===== src/hdl/sar_conversion_sequencer.sv =====
// constants package and top of the successive-approximation sequencer
// What this block does
// - falling conversion-start edge ends acquisition, holds the input, starts conversion.
// - sixteen binary-weighted trials decide bits msb first from the comparator.
// - after the search the output word is formed, then busy drops.
// - each result belongs to the conversion just finished, no latency.
// - fastest mode reaches 1 msps; accuracy needs starts within 1 ms.
// - normal mode reaches 800 ksps with no limit on spacing.
// - low-power mode powers the converter down between conversions.
// - coding select picks straight binary or two's complement (msb inverted).
// - one step is reference over 65536; codes per the transfer table.
// - input above reference saturates to ffff or 7fff.
// - input below ground sense saturates to 0000 or 8000.
// - reset bit high resets the logic and aborts any conversion.
// - sleep request lets the conversion finish then refuses new starts.
// - low-power mode auto-starts if start is still low when acquisition ends.
`timescale 1ns/10ps
package sar_seq_pkg;
   localparam int          clk_mhz         = 200;
   localparam int          res_w           = 16;
   localparam int          trial_fast_ns   = 45;
   localparam int          trial_norm_ns   = 60;
   localparam int          acq_ns          = 250;
   localparam int          gap_limit_ns    = 1000000;
   localparam int          trial_fast_cyc  = (trial_fast_ns * clk_mhz + 999) / 1000;
   localparam int          trial_norm_cyc  = (trial_norm_ns * clk_mhz + 999) / 1000;
   localparam int          acq_cyc         = (acq_ns * clk_mhz + 999) / 1000;
   localparam int          gap_limit_cyc   = (gap_limit_ns * clk_mhz) / 1000;
   localparam int          gap_w           = 20;
   localparam int          addr_w          = 4;
   localparam logic [3:0]  ctrl_off        = 4'h0;
   localparam logic [3:0]  status_off      = 4'h4;
   localparam logic [3:0]  result_off      = 4'h8;
   localparam int          ctrl_abort_bit  = 0;
   localparam int          ctrl_sleep_bit  = 1;
   localparam int          ctrl_coding_bit = 2;
   localparam int          ctrl_lp_bit     = 3;
   localparam int          ctrl_fast_bit   = 4;
   localparam logic [4:0]  ctrl_reset_val  = 5'h00;
   localparam logic [15:0] msb_trial       = 16'h8000;
   localparam logic [15:0] code_full       = 16'hffff;
   localparam logic [15:0] code_zero       = 16'h0000;
   localparam logic [3:0]  top_idx         = 4'hf;

   typedef enum logic [1:0] {
      st_idle = 2'b00,
      st_conv = 2'b01,
      st_form = 2'b10,
      st_acq  = 2'b11
   } seq_state_t;

   function automatic logic addr_hit(input logic [3:0] a);
      return (a == ctrl_off) || (a == status_off) || (a == result_off);
   endfunction

   function automatic logic [15:0] code_word(input logic [15:0] sar, input logic over,
                                              input logic under, input logic twos);
      logic [15:0] raw;
      raw = over ? code_full : (under ? code_zero : sar);
      return raw ^ {twos, 15'h0000};
   endfunction

   function automatic logic [15:0] below_mask(input logic [3:0] idx);
      return (16'h0001 << idx) - 16'h0001;
   endfunction
endpackage

module sar_conversion_sequencer #(
   parameter int unsigned gap_limit_cycles = sar_seq_pkg::gap_limit_cyc
) (
   input  logic                         aclk,
   input  logic                         aresetn,
   input  logic [sar_seq_pkg::addr_w-1:0] awaddr,
   input  logic                         awvalid,
   output logic                         awready,
   input  logic [31:0]                  wdata,
   input  logic [3:0]                   wstrb,
   input  logic                         wvalid,
   output logic                         wready,
   output logic [1:0]                   bresp,
   output logic                         bvalid,
   input  logic                         bready,
   input  logic [sar_seq_pkg::addr_w-1:0] araddr,
   input  logic                         arvalid,
   output logic                         arready,
   output logic [31:0]                  rdata,
   output logic [1:0]                   rresp,
   output logic                         rvalid,
   input  logic                         rready,
   input  logic                         conversion_start_n,
   input  logic                         comparator_keep,
   input  logic                         above_reference,
   input  logic                         below_analog_ground_sense,
   output logic                         busy,
   output logic                         sample_hold,
   output logic [sar_seq_pkg::res_w-1:0] dac_trial,
   output logic                         analog_power
);
   import sar_seq_pkg::*;

   localparam int             fast_busy_cyc = 16 * trial_fast_cyc + 1;
   localparam int             norm_busy_cyc = 16 * trial_norm_cyc + 1;
   localparam logic [gap_w-1:0] gap_lim    = gap_w'(gap_limit_cycles);
   localparam logic [7:0]     acq_last      = 8'(acq_cyc - 1);

   seq_state_t       state_q, state_d;
   logic [4:0]       ctrl_q, ctrl_d;
   logic [15:0]      sar_q, sar_d, result_q, result_d;
   logic [3:0]       idx_q, idx_d;
   logic [7:0]       cnt_q, cnt_d;
   logic [gap_w-1:0] gap_q, gap_d;
   logic             busy_q, busy_d, hold_q, hold_d, power_q, power_d;
   logic             over_q, over_d, under_q, under_d, fast_q, fast_d, coding_q, coding_d;
   logic             stale_q, stale_d, first_q, first_d, start_prev_q;
   logic             wr_en, wr_ok, rd_ok, start_edge, start_ok, lp_mode, abort;
   logic [3:0]       wr_addr, wr_strb, rd_addr;
   logic [31:0]      wr_data, rd_data;
   logic [7:0]       trial_last;

   axil_reg_slave u_bus (
      .aclk, .aresetn, .awaddr, .awvalid, .awready, .wdata, .wstrb, .wvalid, .wready, .bresp, .bvalid,
      .bready, .araddr, .arvalid, .arready, .rdata, .rresp, .rvalid, .rready, .wr_en, .wr_addr,
      .wr_data, .wr_strb, .wr_ok, .rd_addr, .rd_data, .rd_ok
   );

   assign busy         = busy_q;
   assign sample_hold  = hold_q;
   assign dac_trial    = sar_q;
   assign analog_power = power_q;
   assign wr_ok        = addr_hit(wr_addr);
   assign rd_ok        = addr_hit(rd_addr);
   assign start_edge   = start_prev_q && !conversion_start_n;
   assign abort        = ctrl_q[ctrl_abort_bit];
   assign start_ok     = !ctrl_q[ctrl_sleep_bit] && !abort;
   assign lp_mode      = ctrl_q[ctrl_lp_bit] && !ctrl_q[ctrl_fast_bit];
   assign trial_last   = fast_q ? 8'(trial_fast_cyc - 1) : 8'(trial_norm_cyc - 1);

   // register read data
   always_comb begin
      rd_data = 32'h0000_0000;
      case (rd_addr)
         ctrl_off:   rd_data = {27'h0000000, ctrl_q};
         status_off: rd_data = {28'h0000000, ctrl_q[ctrl_sleep_bit] && (state_q == st_idle),
                                power_q, stale_q, busy_q};
         result_off: rd_data = {16'h0000, result_q};
         default:    rd_data = 32'h0000_0000;
      endcase
   end

   // sequencer next state
   always_comb begin
      state_d  = state_q;
      ctrl_d   = ctrl_q;
      sar_d    = sar_q;
      result_d = result_q;
      idx_d    = idx_q;
      cnt_d    = cnt_q;
      busy_d   = busy_q;
      hold_d   = hold_q;
      over_d   = over_q;
      under_d  = under_q;
      fast_d   = fast_q;
      coding_d = coding_q;
      stale_d  = stale_q;
      first_d  = first_q;
      gap_d    = (gap_q >= gap_lim) ? gap_q : gap_q + {{(gap_w-1){1'b0}}, 1'b1};
      if (wr_en && (wr_addr == ctrl_off) && wr_strb[0]) begin
         ctrl_d = wr_data[4:0];
      end
      case (state_q)
         st_idle: begin
            if (start_edge && start_ok) begin
               state_d = st_conv;
            end
         end
         st_conv: begin
            if (cnt_q == trial_last) begin
               cnt_d        = 8'h00;
               sar_d[idx_q] = comparator_keep;
               if (idx_q == 4'h0) begin
                  state_d = st_form;
               end else begin
                  sar_d[idx_q - 4'h1] = 1'b1;
                  idx_d               = idx_q - 4'h1;
               end
            end else begin
               cnt_d = cnt_q + 8'h01;
            end
         end
         st_form: begin
            result_d = code_word(sar_q, over_q, under_q, coding_q);
            busy_d   = 1'b0;
            hold_d   = 1'b0;
            cnt_d    = 8'h00;
            state_d  = st_acq;
         end
         st_acq: begin
            cnt_d = cnt_q + 8'h01;
            if (start_edge && start_ok && !lp_mode) begin
               state_d = st_conv;
            end else if (cnt_q == acq_last) begin
               state_d = (lp_mode && !conversion_start_n && start_ok) ? st_conv : st_idle;
            end
         end
         default: state_d = st_idle;
      endcase
      // entering conversion: hold input, msb trial, busy high
      if ((state_d == st_conv) && (state_q != st_conv)) begin
         busy_d   = 1'b1;
         hold_d   = 1'b1;
         sar_d    = msb_trial;
         idx_d    = top_idx;
         cnt_d    = 8'h00;
         over_d   = above_reference;
         under_d  = below_analog_ground_sense;
         fast_d   = ctrl_q[ctrl_fast_bit];
         coding_d = ctrl_q[ctrl_coding_bit];
         stale_d  = ctrl_q[ctrl_fast_bit] && (first_q || (gap_q >= gap_lim));
         first_d  = 1'b0;
         gap_d    = {gap_w{1'b0}};
      end
      if (abort) begin
         state_d = st_idle;
         busy_d  = 1'b0;
         hold_d  = 1'b0;
         sar_d   = code_zero;
         idx_d   = 4'h0;
         cnt_d   = 8'h00;
         first_d = 1'b1;
      end
      power_d = (state_d != st_idle) || (!ctrl_q[ctrl_lp_bit] && !ctrl_q[ctrl_sleep_bit]) ||
                (ctrl_q[ctrl_fast_bit] && !ctrl_q[ctrl_sleep_bit]);
   end

   always_ff @(posedge aclk) begin
      if (!aresetn) begin
         state_q      <= st_idle;
         ctrl_q       <= ctrl_reset_val;
         sar_q        <= 16'h0000;
         result_q     <= 16'h0000;
         idx_q        <= 4'h0;
         cnt_q        <= 8'h00;
         gap_q        <= {gap_w{1'b0}};
         busy_q       <= 1'b0;
         hold_q       <= 1'b0;
         power_q      <= 1'b0;
         over_q       <= 1'b0;
         under_q      <= 1'b0;
         fast_q       <= 1'b0;
         coding_q     <= 1'b0;
         stale_q      <= 1'b0;
         first_q      <= 1'b1;
         start_prev_q <= 1'b1;
      end else begin
         state_q      <= state_d;
         ctrl_q       <= ctrl_d;
         sar_q        <= sar_d;
         result_q     <= result_d;
         idx_q        <= idx_d;
         cnt_q        <= cnt_d;
         gap_q        <= gap_d;
         busy_q       <= busy_d;
         hold_q       <= hold_d;
         power_q      <= power_d;
         over_q       <= over_d;
         under_q      <= under_d;
         fast_q       <= fast_d;
         coding_q     <= coding_d;
         stale_q      <= stale_d;
         first_q      <= first_d;
         start_prev_q <= conversion_start_n;
      end
   end
endmodule


===== src/hdl/axil_reg_slave.sv =====
// axi4-lite slave front end for the sequencer registers
`timescale 1ns/10ps
module axil_reg_slave (
   input  logic        aclk,
   input  logic        aresetn,
   input  logic [3:0]  awaddr,
   input  logic        awvalid,
   output logic        awready,
   input  logic [31:0] wdata,
   input  logic [3:0]  wstrb,
   input  logic        wvalid,
   output logic        wready,
   output logic [1:0]  bresp,
   output logic        bvalid,
   input  logic        bready,
   input  logic [3:0]  araddr,
   input  logic        arvalid,
   output logic        arready,
   output logic [31:0] rdata,
   output logic [1:0]  rresp,
   output logic        rvalid,
   input  logic        rready,
   output logic        wr_en,
   output logic [3:0]  wr_addr,
   output logic [31:0] wr_data,
   output logic [3:0]  wr_strb,
   input  logic        wr_ok,
   output logic [3:0]  rd_addr,
   input  logic [31:0] rd_data,
   input  logic        rd_ok
);
   localparam logic [1:0] resp_okay   = 2'h0;
   localparam logic [1:0] resp_slverr = 2'h2;

   logic        aw_held_q, aw_held_d, w_held_q, w_held_d;
   logic [3:0]  awaddr_q, awaddr_d, wstrb_q, wstrb_d;
   logic [31:0] wdata_q, wdata_d, rdata_q, rdata_d;
   logic        awready_q, awready_d, wready_q, wready_d, arready_q, arready_d;
   logic        bvalid_q, bvalid_d, rvalid_q, rvalid_d;
   logic [1:0]  bresp_q, bresp_d, rresp_q, rresp_d;

   assign awready = awready_q;
   assign wready  = wready_q;
   assign arready = arready_q;
   assign bvalid  = bvalid_q;
   assign bresp   = bresp_q;
   assign rvalid  = rvalid_q;
   assign rdata   = rdata_q;
   assign rresp   = rresp_q;
   assign wr_addr = awaddr_q;
   assign wr_data = wdata_q;
   assign wr_strb = wstrb_q;
   assign rd_addr = araddr;

   always_comb begin
      aw_held_d = aw_held_q;
      awaddr_d  = awaddr_q;
      w_held_d  = w_held_q;
      wdata_d   = wdata_q;
      wstrb_d   = wstrb_q;
      bvalid_d  = bvalid_q;
      bresp_d   = bresp_q;
      rvalid_d  = rvalid_q;
      rdata_d   = rdata_q;
      rresp_d   = rresp_q;
      wr_en     = 1'b0;
      if (awvalid && awready_q) begin
         aw_held_d = 1'b1;
         awaddr_d  = awaddr;
      end
      if (wvalid && wready_q) begin
         w_held_d = 1'b1;
         wdata_d  = wdata;
         wstrb_d  = wstrb;
      end
      if (bvalid_q && bready) begin
         bvalid_d = 1'b0;
      end
      // both halves present: commit and answer
      if (aw_held_q && w_held_q && !bvalid_q) begin
         wr_en     = wr_ok;
         bvalid_d  = 1'b1;
         bresp_d   = wr_ok ? resp_okay : resp_slverr;
         aw_held_d = 1'b0;
         w_held_d  = 1'b0;
      end
      if (rvalid_q && rready) begin
         rvalid_d = 1'b0;
      end
      if (arvalid && arready_q) begin
         rvalid_d = 1'b1;
         rdata_d  = rd_ok ? rd_data : 32'h0000_0000;
         rresp_d  = rd_ok ? resp_okay : resp_slverr;
      end
      awready_d = !aw_held_d && !bvalid_d;
      wready_d  = !w_held_d && !bvalid_d;
      arready_d = !rvalid_d;
   end

   always_ff @(posedge aclk) begin
      if (!aresetn) begin
         aw_held_q <= 1'b0;
         awaddr_q  <= 4'h0;
         w_held_q  <= 1'b0;
         wdata_q   <= 32'h0000_0000;
         wstrb_q   <= 4'h0;
         bvalid_q  <= 1'b0;
         bresp_q   <= 2'h0;
         rvalid_q  <= 1'b0;
         rdata_q   <= 32'h0000_0000;
         rresp_q   <= 2'h0;
         awready_q <= 1'b0;
         wready_q  <= 1'b0;
         arready_q <= 1'b0;
      end else begin
         aw_held_q <= aw_held_d;
         awaddr_q  <= awaddr_d;
         w_held_q  <= w_held_d;
         wdata_q   <= wdata_d;
         wstrb_q   <= wstrb_d;
         bvalid_q  <= bvalid_d;
         bresp_q   <= bresp_d;
         rvalid_q  <= rvalid_d;
         rdata_q   <= rdata_d;
         rresp_q   <= rresp_d;
         awready_q <= awready_d;
         wready_q  <= wready_d;
         arready_q <= arready_d;
      end
   end
endmodule


===== config.mk =====
export PLATFORM = sky130hd
export DESIGN_NAME = sar_conversion_sequencer
export DESIGN_NICKNAME = d
export VERILOG_FILES = /design/src/hdl/sar_conversion_sequencer.sv /design/src/hdl/axil_reg_slave.sv
export SDC_FILE = /design/constraint.sdc
export NUM_CORES = 1
export LEC_CHECK = 0
export ABC_AREA = 0
export BUFFER_PORTS_ARGS = -buffer_cell sky130_fd_sc_hd__clkbuf_2
export CAP_MARGIN = 25
export CORE_ASPECT_RATIO = 0.75
export CORE_MARGIN = 2
export CORE_UTILIZATION = 48
export CTS_BUF_LIST = sky130_fd_sc_hd__clkbuf_8
export CTS_CLUSTER_DIAMETER = 200
export DETAILED_ROUTE_END_ITERATION = 10
export HOLD_SLACK_MARGIN = 0.15
export PLACE_DENSITY = 0.75
export SLEW_MARGIN = 20
export SYNTH_ARGS = -nofsm -noshare
export SYNTH_HDL_FRONTEND = slang
export SYNTH_SLANG_ARGS = --single-unit

===== constraint.sdc =====
create_clock -name aclk -period 3.1 [get_ports aclk]
set_input_delay 0.465 -clock aclk [delete_from_list [all_inputs] [get_ports aclk]]
set_output_delay 0.465 -clock aclk [all_outputs]
set_load 0.05 [all_outputs]

Yosys cells after proc, flatten, opt, wreduce, memory -nomap -nowiden
Index checks and enable logic that the tools add are counted.
{ "classes": {"bitwise": 3, "add_sub_neg": 3, "n_lt_le_gt_ge": 5, "reduce_logical": 58, "n_mux": 41, "n_eq_ne": 12} }
{ "op_table": {"columns": ["cell", "n"], "rows": [
  ["$mux 16", 7],
  ["$pmux 16 s3", 1],
  ["$logic_and 1x1->1", 25],
  ["$pmux 8 s3", 1],
  ["$add 20x1->20 const B", 1],
  ["$ge 20x18->1 const B", 1],
  ["$mux 2", 9],
  ["$bwmux 16", 1],
  ["$mux 4", 4],
  ["$or 16x16->16", 1],
  ["$xor 16x16->16", 1],
  ["$mux 1", 14],
  ["$logic_not 4->1", 3],
  ["$logic_not 1->1", 11],
  ["$lt 4x5->1 const B", 2],
  ["$add 8x1->8 const B", 1],
  ["$demux 1 s4", 2],
  ["$eq 4x3->1 const B", 2],
  ["$eq 4x4->1 const B", 2],
  ["$eq 8x4->1", 1],
  ["$eq 8x6->1 const B", 1],
  ["$ge 4x1->1 const B", 2],
  ["$mux 8", 1],
  ["$pmux 2 s4", 1],
  ["13 further kinds", 27]
]} }
{ "totals": {"word_cells": 152, "out_inout_bits": 60, "inputBits": 55, "reg_bits": 133} }

Depth between registers and ports, before layout
{ "depth": {"word_depth": 12, "depth_mapped": 9, "mapped_depth_nobuf": 7} }

Cells and area by module
Synthesis repeated with hierarchy kept, for this count alone.
{ "unflattened": {"hier_cells": 873, "area_unflattened_um2": 7704.9} }
{ "modules_own_cells": {"columns": ["mod", "n_inst", "cells_per_inst", "seq_area_each_um2", "area_per_inst_um2"], "rows": [
  ["sar_conversion_sequencer", 1, 519, 1601.5, 4488.1],
  ["axil_reg_slave", 1, 354, 1621.6, 3216.8]
]} }

Worst setup path after synthesis
OpenSTA, ideal clock, no wires.
{ "synth_path": {"kind": "reg-to-reg", "startpoint": "reg idx_q[0]", "endpoint": "reg sar_q[2] (netlist: dac_trial[2])", "setup_time_ps": 128, "path_stages_with_launch": 9, "required_ps": 2972, "period_less_slack_ps": 2184, "setup_slack_ps": 916, "t_arrival_ps": 2056, "n_path_buf": 2, "path_cell_list": "dfxtp_1 > inv_1 > ha_1 > buf_2 > or3b_2 > clkbuf_1 > a32o_1 > a221oi_1 > a211oi_1"} }
{ "synth_between": {"elab_chain_cells": 7, "word_cells_on_any_way": 21, "cone_classes": "add/sub (1); order compare (4); eq/ne (1); mux (9); bitwise (1); reduce/logical (5)"} }
{ "synth_lines": {"columns": ["element", "line", "text"], "rows": [
  ["from (decl)", "sar_conversion_sequencer.sv:109", "logic [3:0] idx_q, idx_d;"],
  ["from (signal assigned)", "sar_conversion_sequencer.sv:259", "idx_q <= idx_d;"],
  ["$sub 4x1->4 (tied with other cells)", "sar_conversion_sequencer.sv:183", "sar_d[idx_q - 4'h1] = 1'b1;"],
  ["$lt 4x5->1 (not written as such) (tied with other cells)", "sar_conversion_sequencer.sv:183", null],
  ["$logic_and 1x1->1 (not written as such) (tied with other cells)", "sar_conversion_sequencer.sv:183", null],
  ["$mux 1 (not written as such) (tied with other cells)", "sar_conversion_sequencer.sv:183", null],
  ["$demux 1 s4 (tied with other cells)", "sar_conversion_sequencer.sv:183", null],
  ["$or 16x16->16 (no line) / $logic_and 1x1->1 (equally long branches)", null, null],
  ["$mux 16 / $reduce_or 3->1 (equally long branches)", null, null],
  ["to (signal assigned)", "sar_conversion_sequencer.sv:257", "sar_q <= sar_d;"],
  ["to (decl)", "sar_conversion_sequencer.sv:108", "logic [15:0] sar_q, sar_d, result_q, result_d;"]
]} }
Several ways; a longest one is shown, not always the timed one.
A chain may end at the register's enable or synchronous reset.

Final worst setup path
{ "layout_path": {"startpoint": "reg idx_q[0]", "endpoint": "reg sar_q[10] (netlist: dac_trial[10])"} }
Same word-level chain as after synthesis.

==> reports/qor.yml <==
max_cap_violations: 0
routed-via-count: 5000
setup-violations-final: 0
drc: 0
drtAntennaViolNets: 0
cts_resized: 0
overflow: 0
clockBufferDepth: 2
worstReg2RegStart: "idx_q[0]$_SDFFE_PP0P_"
slowest_stage: "or3b_2"
holdPathEnd: "start_prev_q$_SDFF_PN1_"
multi_input_area_mm2: 0.00297
routed_wl_mm: 13.4
io_pins: 115
cts_buffers: 17
fin_skew_ns: 0.0121
drv_slew: 0
path_delay_family: "simple AND/OR/NAND/NOR gates"
first_iter_violations: 284
ff_latch_area_mm2: 0.00230
max_stage_delay_ns: 0.59
yosys_warnings: 0
seq_area_frac_synth_pct: 41.2
port_buffers: 66
synth.most_common_cell: "dfxtp_1"
grt_use_total_pct: 22.1
cts_setup_buffers: 0
place_inst: 833
clock_latency_ns: 0.43
worstHoldPathCells: 2
fin_crit_ns: 2.43
cts.reportedPaths.clkPinSlew_ns: 0.06
dieArea_mm2: 0.0125
required_ns: 3.40
outcome: "complete, no violations"
cts_tree: "done"
final_util_pct: 55.2
synth_top_area_cell: "dfxtp_1"
p_leak_nw: 2.42
place.gp.congestion: 0.977
cp_cell_sequence: "inv_1 > ha_1 > or3b_2 > a32o_1 > a22o_1 > nand2_1 > a21oi_1"
antenna_found_initial: 0
finalCritPeriodShare_pct: 78.5
core_area_mm2: 0.0115
rr_endpoint: "dac_trial[10]$_SDFFE_PP0P_"
hold_viol: 0
nets: 776
yosys.area.top_type_share_pct: 41.2
htreeDepth: 4
crit_buf_inv: 1
fp.dieH_um: 97.4
synthTopCellsByArea: "dfxtp_1, a21oi_1, nor2b_1"
critPathCaptureType: "flip-flop"
postSynthRegisterBits: 115
synth-edff-count: 0
fillers: 1061
post_drt_wl_per_cell_um: 15.5
peakVddDrop_uv: 270
relSlewSlack_pct: 40.0
netlist_area_mm2: 0.00558
grt_pass1_wl_mm: 22.5
rows: 34
first_global_vias: 4715
critPathMaxFanout: 12
worst_slew_pin_slew_ns: 0.900
critPathArrivalTime_ns: 2.74
initial_utilization_pct: 48.6
async_flop_share_pct: 0
rsz0062_at_grt: "false"
stdcell_count: 866
synth_cell_types: 63
start_kind: "flip-flop"
cellPowerDensity_mw_per_mm2: 548
die_x_um: 129
synthTopCellsByCount: "dfxtp_1, a21oi_1, nand2_1, o21ai_0, nor2b_1"
vias_per_cell: 5.77
fin_setup_tns_ns: 0
path_class: "flip-flop to flip-flop"
rr_worst_depth: 7
root_buffer: "clkbuf_8"
cts_sinks: 115
syn_to_final_growth_pct: 13.5
netlist_instances: 658
dp_hpwl_mm: 9.47
min_from: "conversion_start_n"
grt_max_degree: 36
cts_hold_buf: 0
reg2reg_slack_ns: 0.67
avgSynthCellArea_um2: 8.48
max_freq_ghz: 0.411
synth_flop_cell: "dfxtp_1"
dr.pass1.iters: 5
antenna_cells: 0
layout-drive-gt1-share_pct: 16.6
hold_class: "input port to flip-flop"
[kinds of logic after synthesis]
group	Yosys count	synth area share [%]
and+or+nand+nor	234	22.5
AOI/OAI and AO/OA	193	22.0
DFF	115	41.2
buffers and inverters	75	6.68
muxes	18	3.25
adders and majority gates	12	2.69
xor gates and xnor gates	10	1.57
other	1	0.0672
[cell usage in the layout (no fill, tap or decap), types with 17 or more instances in the layout]
cell type / instances
nand3_1: 32
mux2i_1: 17
inv_1: 21
conb_1: 18
a21oi_1: 63
dfxtp_1: 115
clkbuf_8: 18
a22oi_1: 17
clkbuf_2: 66
nor2_1: 33
nor2b_1: 34
nand2_1: 52
o21ai_0: 37
[sequential cells by signal, indices dropped and copies added, names as in the netlist, 2 cells and up]
| register | count |
|---|---|
| u_bus.rdata | 16 |
| u_bus.wr_data | 5 |
| ctrl_q | 5 |
| result_q | 16 |
| u_bus.wr_addr | 4 |
| cnt_q | 8 |
| idx_q | 4 |
| dac_trial | 16 |
| state_q | 2 |
| gap_q | 20 |
[how the worst max path moves through the flow]
| stage | start | cells after the start | end |
|---|---|---|---|
| after global placement | idx_q[0]$_SDFFE_PP0P_ | 7 | dac_trial[10]$_SDFFE_PP0P_ |
| final | idx_q[0]$_SDFFE_PP0P_ | 7 | dac_trial[10]$_SDFFE_PP0P_ |
| after CTS | idx_q[0]$_SDFFE_PP0P_ | 6 | dac_trial[2]$_SDFFE_PP0P_ |
| after floorplan | idx_q[0]$_SDFFE_PP0P_ | 8 | dac_trial[2]$_SDFFE_PP0P_ |
| after detailed placement | idx_q[0]$_SDFFE_PP0P_ | 6 | dac_trial[2]$_SDFFE_PP0P_ |
| after global routing | state_q[0]$_SDFF_PN0_ | 5 | gap_q[17]$_SDFFE_PP0N_ |
[stage by stage]
step	hold WS, ns	setup WS [ns]	area, um^2	power, mW
floorplan	0.427	0.916	5650	1.87
global placement	0.440	0.728	5890	1.93
detailed placement	0.441	0.678	5890	1.94
CTS	0.261	0.669	6330	3.48
global route	0.280	0.485	6340	3.59
finish	0.281	0.668	6340	3.47
[per-layer routing]
layer	track usage [%]	wire, um
met1	30.3	6330
met2	34.6	6200
met3	3.74	666
met4	8.70	216
met5	0	0
[report_power, final]
group	internal, mW	switching [mW]	leakage [nW]
clock network	0.962	0.599	0.236
logic	0.103	0.248	1.25
registers	1.51	0.0495	0.932
[area by class of cell]
class	instances	area share, %
timing repair buffer	72	5.88
clock buffer	18	3.91
tap	144	2.84
inverter	18	1.07
multi-input combinational	485	46.9
sequential	115	36.3
clock inverter	14	3.06
Power figures use the tool's default switching activity.
